**config.mk**
```make
export PLATFORM = sky130hd
export DESIGN_NAME = aims_top
export DESIGN_NICKNAME = d
export VERILOG_FILES = /design/src/logic/aims_pkg.sv /design/src/logic/aims_top.sv
export SDC_FILE = /design/constraint.sdc
export NUM_CORES = 1
export LEC_CHECK = 0
export BUFFER_PORTS_ARGS = -buffer_cell sky130_fd_sc_hd__buf_2
export CAP_MARGIN = 25
export CORE_AREA = 2 2 61 74
export CTS_CLUSTER_DIAMETER = 60
export DETAILED_ROUTE_END_ITERATION = 7
export DIE_AREA = 0 0 63 76
export HOLD_SLACK_MARGIN = 0.05
export PLACE_DENSITY = 0.73
export SYNTH_ARGS = -nofsm -noshare
export SYNTH_HDL_FRONTEND = slang
export SYNTH_SLANG_ARGS = --single-unit
```
**constraint.sdc**
```tcl
create_clock -name clk -period 1.3 [get_ports clk]
set_input_delay 0.26 -clock clk [delete_from_list [all_inputs] [get_ports clk]]
set_output_delay 0.26 -clock clk [all_outputs]
set_load 0.02 [all_outputs]
```
**src/logic/aims_pkg.sv**
```systemverilog
/*
 * constants, register map, pin routing tables and carrier types for the
 * converter input selection block.
 * assumes an 8-bit special-function-register bus and a 10-bit converter core.
 */
`default_nettype none

package aims_pkg;

    // ****************************************
    // register map
    // ****************************************
    localparam logic [7:0] NEG_SEL_ADDR = 8'hba;
    localparam logic [7:0] POS_SEL_ADDR = 8'hbb;
    localparam int CODE_W = 5;
    localparam logic [CODE_W-1:0] CODE_RESET = 5'h00;
    localparam logic [2:0] UNUSED_READ = 3'h0;
    localparam logic [7:0] UNMAPPED_READ = 8'h00;

    // ****************************************
    // channel codes
    // ****************************************
    localparam logic [CODE_W-1:0] LAST_PIN_CODE = 5'h14;
    localparam logic [CODE_W-1:0] POS_TEMP_CODE = 5'h1e;
    localparam logic [CODE_W-1:0] POS_SUPPLY_CODE = 5'h1f;
    localparam logic [CODE_W-1:0] NEG_VREF_CODE = 5'h1e;
    localparam logic [CODE_W-1:0] NEG_GND_CODE = 5'h1f;
    localparam logic [CODE_W-1:0] LARGE_RSVD_CODE = 5'h10;
    localparam int PIN_CODES = 21;
    localparam logic [5:0] NO_PIN = 6'h3f;

    // pin = port * 8 + bit
    localparam logic [5:0] PIN_MAP_SMALL [PIN_CODES] = '{
        6'h08, 6'h09, 6'h0a, 6'h0b, 6'h0c, 6'h0d, 6'h0e, 6'h0f, 6'h10, 6'h11, 6'h12,
        6'h13, 6'h14, 6'h15, 6'h16, 6'h17, 6'h18, 6'h00, 6'h01, 6'h04, 6'h05};
    localparam logic [5:0] PIN_MAP_LARGE [PIN_CODES] = '{
        6'h10, 6'h11, 6'h12, 6'h13, 6'h15, 6'h16, 6'h18, 6'h19, 6'h1c, 6'h1d, 6'h1f,
        6'h20, 6'h23, 6'h24, 6'h25, 6'h26, 6'h3f, 6'h03, 6'h04, 6'h09, 6'h0a};

    // ****************************************
    // converter timing and format
    // ****************************************
    localparam logic [1:0] TRACK_TICKS = 2'h3;
    localparam int RESULT_W = 10;
    localparam logic [RESULT_W-1:0] SIGN_FLIP = 10'h200;

    typedef enum logic [1:0] {
        AIMS_IDLE = 2'b00,
        AIMS_TRACK = 2'b01,
        AIMS_CONVERT = 2'b10
    } aims_state_t;

    // valid: code selects something; internal: temp/supply/vref/gnd source,
    // and then pin carries the selection code so the two sources stay apart
    typedef struct packed {
        logic valid;
        logic internal;
        logic [5:0] pin;
    } aims_route_t;

    typedef struct packed {
        logic [7:0] addr;
        logic wr;
        logic [7:0] wdata;
    } aims_sfr_t;

    typedef struct packed {
        logic valid;
        logic is_signed;
        logic [RESULT_W-1:0] value;
    } aims_result_t;

endpackage : aims_pkg

`default_nettype wire

```
**src/logic/aims_top.sv**
```systemverilog
/*
 * channel select registers, input routing and the track/convert sequencer.
 * assumes the sfr bus, start pulse, converter clock tick and core handshake
 * all come from logic on clk.
 */
`timescale 1ns/100ps
`default_nettype none

module aims_top #(
    parameter bit LARGE_PACKAGE = 1'b0
) (
    // clock and reset
    input wire logic clk,
    input wire logic rst,
    // register bus
    input wire aims_pkg::aims_sfr_t sfr,
    output logic [7:0] sfr_rdata,
    // conversion control
    input wire logic low_power_track_select,
    input wire logic start_conv,
    input wire logic sar_tick,
    output logic busy,
    // analog input mux steering
    output aims_pkg::aims_route_t pos_route,
    output aims_pkg::aims_route_t neg_route,
    output logic differential,
    output logic track,
    // converter core
    output logic conv_go,
    input wire logic core_done,
    input wire logic [aims_pkg::RESULT_W-1:0] core_result,
    output aims_pkg::aims_result_t result
);
    import aims_pkg::*;

    // ****************************************
    // routing decode
    // ****************************************
    function automatic aims_route_t route_of(input logic [CODE_W-1:0] code,
                                             input logic is_pos);
        aims_route_t r;
        logic [5:0] pin;
        logic [CODE_W-1:0] low_src;
        logic [CODE_W-1:0] high_src;
        r = '0;
        r.pin = NO_PIN;
        pin = NO_PIN;
        // 11110/11111 mean temp/supply on the positive side, vref/gnd on the negative
        low_src = is_pos ? POS_TEMP_CODE : NEG_VREF_CODE;
        high_src = is_pos ? POS_SUPPLY_CODE : NEG_GND_CODE;
        if (code <= LAST_PIN_CODE) begin
            // the tables only cover pin codes, so they are never indexed past their end
            pin = LARGE_PACKAGE ? PIN_MAP_LARGE[code] : PIN_MAP_SMALL[code];
            r.pin = pin;
            r.valid = (pin != NO_PIN);
        end else if (code == low_src || code == high_src) begin
            r.valid = 1'b1;
            r.internal = 1'b1;
            r.pin = {1'b0, code};
        end
        return r;
    endfunction : route_of

    // ****************************************
    // channel registers
    // ****************************************
    logic [CODE_W-1:0] pos_code;
    logic [CODE_W-1:0] neg_code;
    logic [CODE_W-1:0] next_pos_code;
    logic [CODE_W-1:0] next_neg_code;
    logic [7:0] next_sfr_rdata;

    always_comb begin
        next_pos_code = pos_code;
        next_neg_code = neg_code;
        // upper bits of the write are dropped
        if (sfr.wr && sfr.addr == POS_SEL_ADDR) begin
            next_pos_code = sfr.wdata[CODE_W-1:0];
        end
        if (sfr.wr && sfr.addr == NEG_SEL_ADDR) begin
            next_neg_code = sfr.wdata[CODE_W-1:0];
        end
        unique case (sfr.addr)
            POS_SEL_ADDR: next_sfr_rdata = {UNUSED_READ, pos_code};
            NEG_SEL_ADDR: next_sfr_rdata = {UNUSED_READ, neg_code};
            default: next_sfr_rdata = UNMAPPED_READ;
        endcase
    end

    always_ff @(posedge clk) begin
        if (rst) begin
            pos_code <= CODE_RESET;
            neg_code <= CODE_RESET;
            sfr_rdata <= UNMAPPED_READ;
        end else begin
            pos_code <= next_pos_code;
            neg_code <= next_neg_code;
            sfr_rdata <= next_sfr_rdata;
        end
    end

    // mux follows the registers at once; settling is software's wait
    assign pos_route = route_of(pos_code, 1'b1);
    assign neg_route = route_of(neg_code, 1'b0);
    assign differential = (neg_code != NEG_GND_CODE);

    // ****************************************
    // track and convert sequencer
    // ****************************************
    aims_state_t state;
    aims_state_t next_state;
    logic [1:0] track_cnt;
    logic [1:0] next_track_cnt;
    logic conv_lp;
    logic next_conv_lp;
    logic conv_diff;
    logic next_conv_diff;
    logic next_conv_go;
    aims_result_t next_result;

    always_comb begin
        next_state = state;
        next_track_cnt = track_cnt;
        next_conv_lp = conv_lp;
        next_conv_diff = conv_diff;
        next_conv_go = 1'b0;
        next_result = result;
        next_result.valid = 1'b0;
        unique case (state)
            AIMS_IDLE: begin
                // mode is frozen at start so a mid-conversion change cannot corrupt it
                if (start_conv) begin
                    next_conv_lp = low_power_track_select;
                    next_conv_diff = differential;
                    next_track_cnt = '0;
                    if (low_power_track_select) begin
                        next_state = AIMS_TRACK;
                    end else begin
                        next_state = AIMS_CONVERT;
                        next_conv_go = 1'b1;
                    end
                end
            end
            AIMS_TRACK: begin
                if (sar_tick) begin
                    if (track_cnt == TRACK_TICKS - 2'h1) begin
                        next_state = AIMS_CONVERT;
                        next_conv_go = 1'b1;
                    end else begin
                        next_track_cnt = track_cnt + 2'h1;
                    end
                end
            end
            AIMS_CONVERT: begin
                if (core_done) begin
                    next_state = AIMS_IDLE;
                    next_result.valid = 1'b1;
                    next_result.is_signed = conv_diff;
                    // core code is offset binary; flipping the msb gives two's complement
                    next_result.value = conv_diff ? (core_result ^ SIGN_FLIP) : core_result;
                end
            end
            default: next_state = AIMS_IDLE;
        endcase
    end

    always_ff @(posedge clk) begin
        if (rst) begin
            state <= AIMS_IDLE;
            track_cnt <= 2'h0;
            conv_lp <= 1'b0;
            conv_diff <= 1'b0;
            conv_go <= 1'b0;
            result <= '0;
        end else begin
            state <= next_state;
            track_cnt <= next_track_cnt;
            conv_lp <= next_conv_lp;
            conv_diff <= next_conv_diff;
            conv_go <= next_conv_go;
            result <= next_result;
        end
    end

    // continuous tracking outside conversions unless low power is selected
    assign track = (state == AIMS_TRACK) ||
                   (state == AIMS_IDLE && !low_power_track_select);
    assign busy = (state != AIMS_IDLE);
endmodule : aims_top

`default_nettype wire

```
==> impl_metrics.toml <==
[outcome]
status = "complete, but fails checks"
violations = "setup timing"

[cells_and_area]
finalNetCount = 323
diodes = 0
finalInstanceArea_um2 = 2600
drive_above_1_share = 0.490
area_growth_pct = 57.8
final_core_util = 0.629

[setup_path]
critical_path.max_stage_delay_ps = 360
crit_fanout = 4
critPathRequiredTime_ps = 1040
startpoint_type = "register"
cp_data_arrival_time_ps = 1370
crit_chain = "o21a_1 -> or2_4 -> o21a_4 -> buf_6"
reg2reg_depth = 6
path_class = "register to output pin"
critPathSlowestCell = "dfxtp_4"
end_kind = "output pin"
r2r_slack_ps = -50

[sta]
holdWs_ps = 213
setup_viol = 19
fin_crit_ps = 1630
rsz0062_at_grt = "yes"
hold_violations = 0
fin_ws_ps = -332
finalMaxSlewViolations = 0
finalSetupTns_ps = -3660
finClkSkew_ps = 9.24
finalCritPeriodShare = 1.26
fmax_mhz = 613

[worst_hold_path]
worstHoldPathType = "primary input to register"
whs_path_depth = 3

[power_and_ir_drop]
p_per_area_nw_per_um2 = 877
power.leakage_uw = 0.00115
ir_drop_mv = 0.959

[placement]
dp_hpwl_um = 2920
pre_cts_ws_ps = -106
placed_area_um2 = 2170
io_buffer_count = 66
gp_congestion = 0.760

[clock_network]
root_buffer = "clkbuf_8"
clockBufferDepth = 2
htreeDepth = 2
clock_sinks = 33
clkLatencyLatePin_ps = 280
cts_buffers = 5
path_clk_slew_ps = 70
cts_tree = "yes"

[route]
first_iter_violations = 21
firstDrtPassIters = 4
wl_um = 4330
vias = 1683
ant_nets = 0
drcViolationCount = 0
vias_per_cell = 4.86
wl_per_cell_um = 12.5

[synth]
synth_ff_type = "dfxtp_1"
yosys_warnings = 0
synth.avg_cell_area_um2 = 8.28
synth_cells = 199
synth_edf_count = 0
yosysUniqueCellTypes = 42
ys_seq_elements = 33
async_flop_share = 0
netlist_area_um2 = 1650
ys_seq_area_frac = 0.401

[floorplan]
io_pins = 73
fp-row-count = 26
start_util = 0.399
die_area_um2 = 4790
core-area_um2 = 4130
die_h_um = 76
die_w_um = 63

[global_routing]
grt_pass1_vias = 1592
grt_max_degree = 19
grt_pass1_wl_um = 6970
grtUsageTotal = 0.179
antenna_found_initial = 0
overflow = 0

[job]
drv_cap = 0
## synthesized netlist by cell type (all sizes together), types with 3 or more instances
cell | instances | area share
mux2i | 15 | 0.091
a21oi | 18 | 0.055
o21a | 5 | 0.023
nor2 | 13 | 0.030
dfxtp | 33 | 0.40
clkbuf | 5 | 0.011
nand2b | 11 | 0.042
nand3b | 3 | 0.014
nand2 | 30 | 0.068
nand3 | 4 | 0.015
o21ai | 3 | 0.0091
and3b | 3 | 0.016
or2 | 3 | 0.011
o21bai | 3 | 0.014
nor3 | 3 | 0.0091
buf | 12 | 0.044
inv | 8 | 0.018
## per-stage QoR
step / cells / total power [uW]
floorplan: 201 / 1210
global placement: 330 / 1290
detailed placement: 330 / 1300
CTS: 347 / 2300
global route: 346 / 2380
finish: 346 / 2280
## path summary, 6_finish.rpt
| path | to | startpoint |
|---|---|---|
| setup / recovery | neg_route[3] | neg_code[0]$_SDFFE_PP0P_ |
| hold / removal | result[0]$_SDFFE_PP0P_ | core_result[0] |
| setup reg to reg | track_cnt[0]$_SDFFE_PP0P_ | track_cnt[0]$_SDFFE_PP0P_ |
| hold reg to reg | result[10]$_SDFFE_PP0P_ | result[10]$_SDFFE_PP0P_ |
## final cells by class
cell class / instances / area, um2
timing repair buffer: 98 / 709
sequential: 33 / 699
clock buffer: 7 / 86.3
tap: 56 / 70.1
fill: 367 / 1530
multi-input combinational: 143 / 975
inverter: 8 / 30.0
clock inverter: 1 / 30.0
## flip-flops by register name (all words and copies together) (netlist names)
name	flops
neg_code	5
sfr_rdata	5
result	12
pos_code	5
track_cnt	2
state	2
conv_go	1
conv_diff	1
## kinds of logic (layout without fill, tap and decap cells)
logic type      after synthesis  after routing  synth area share
mux                          15             15            0.0911
xor+xnor                      2              2            0.0106
flops                        33             33             0.401
fa+ha+maj                     1              1           0.00759
simple gates                 81             81             0.254
buf+inv                      25            114            0.0737
compound gates               41             41             0.160
other cells                   1              3           0.00228
## power by group
group	leakage (uW)	internal [uW]	switching, uW
clock network	0.0000585	625	371
registers	0.000276	1020	19.0
logic	0.000817	121	126
## layout by cell type (no fill, tap or decap), types with 4 or more instances in the layout
cell / count
dfxtp_2: 4
o21a_1: 4
dfxtp_1: 20
clkbuf_8: 6
mux2i_1: 15
buf_2: 47
nand2b_1: 11
a21oi_2: 4
nor2_1: 9
nand2_1: 29
inv_1: 5
a21oi_1: 14
buf_4: 29
dfxtp_4: 9
buf_6: 21
## worst max-delay path: cells and delay by family (launching register included)
family | cells | cell delay, ps
and+or+nand+nor | 1 | 230
DFF | 1 | 360
AOI/OAI and AO/OA | 2 | 370
buffers and inverters | 1 | 120
## routing by layer
metal  track usage  wire length, um
met2         0.335             2320
met3        0.0414              215
met5             0                0
met1         0.194             1720
met4        0.0600               77
## timing repair
action | in CTS | in global routing
setup endpoints to repair | 22 | 21
resized for setup | 72 | 15
pin swaps | 15 | 4
buffers inserted | 9 | 0
hold buffers | 0 | 0
(Power assumes the default switching activity.)
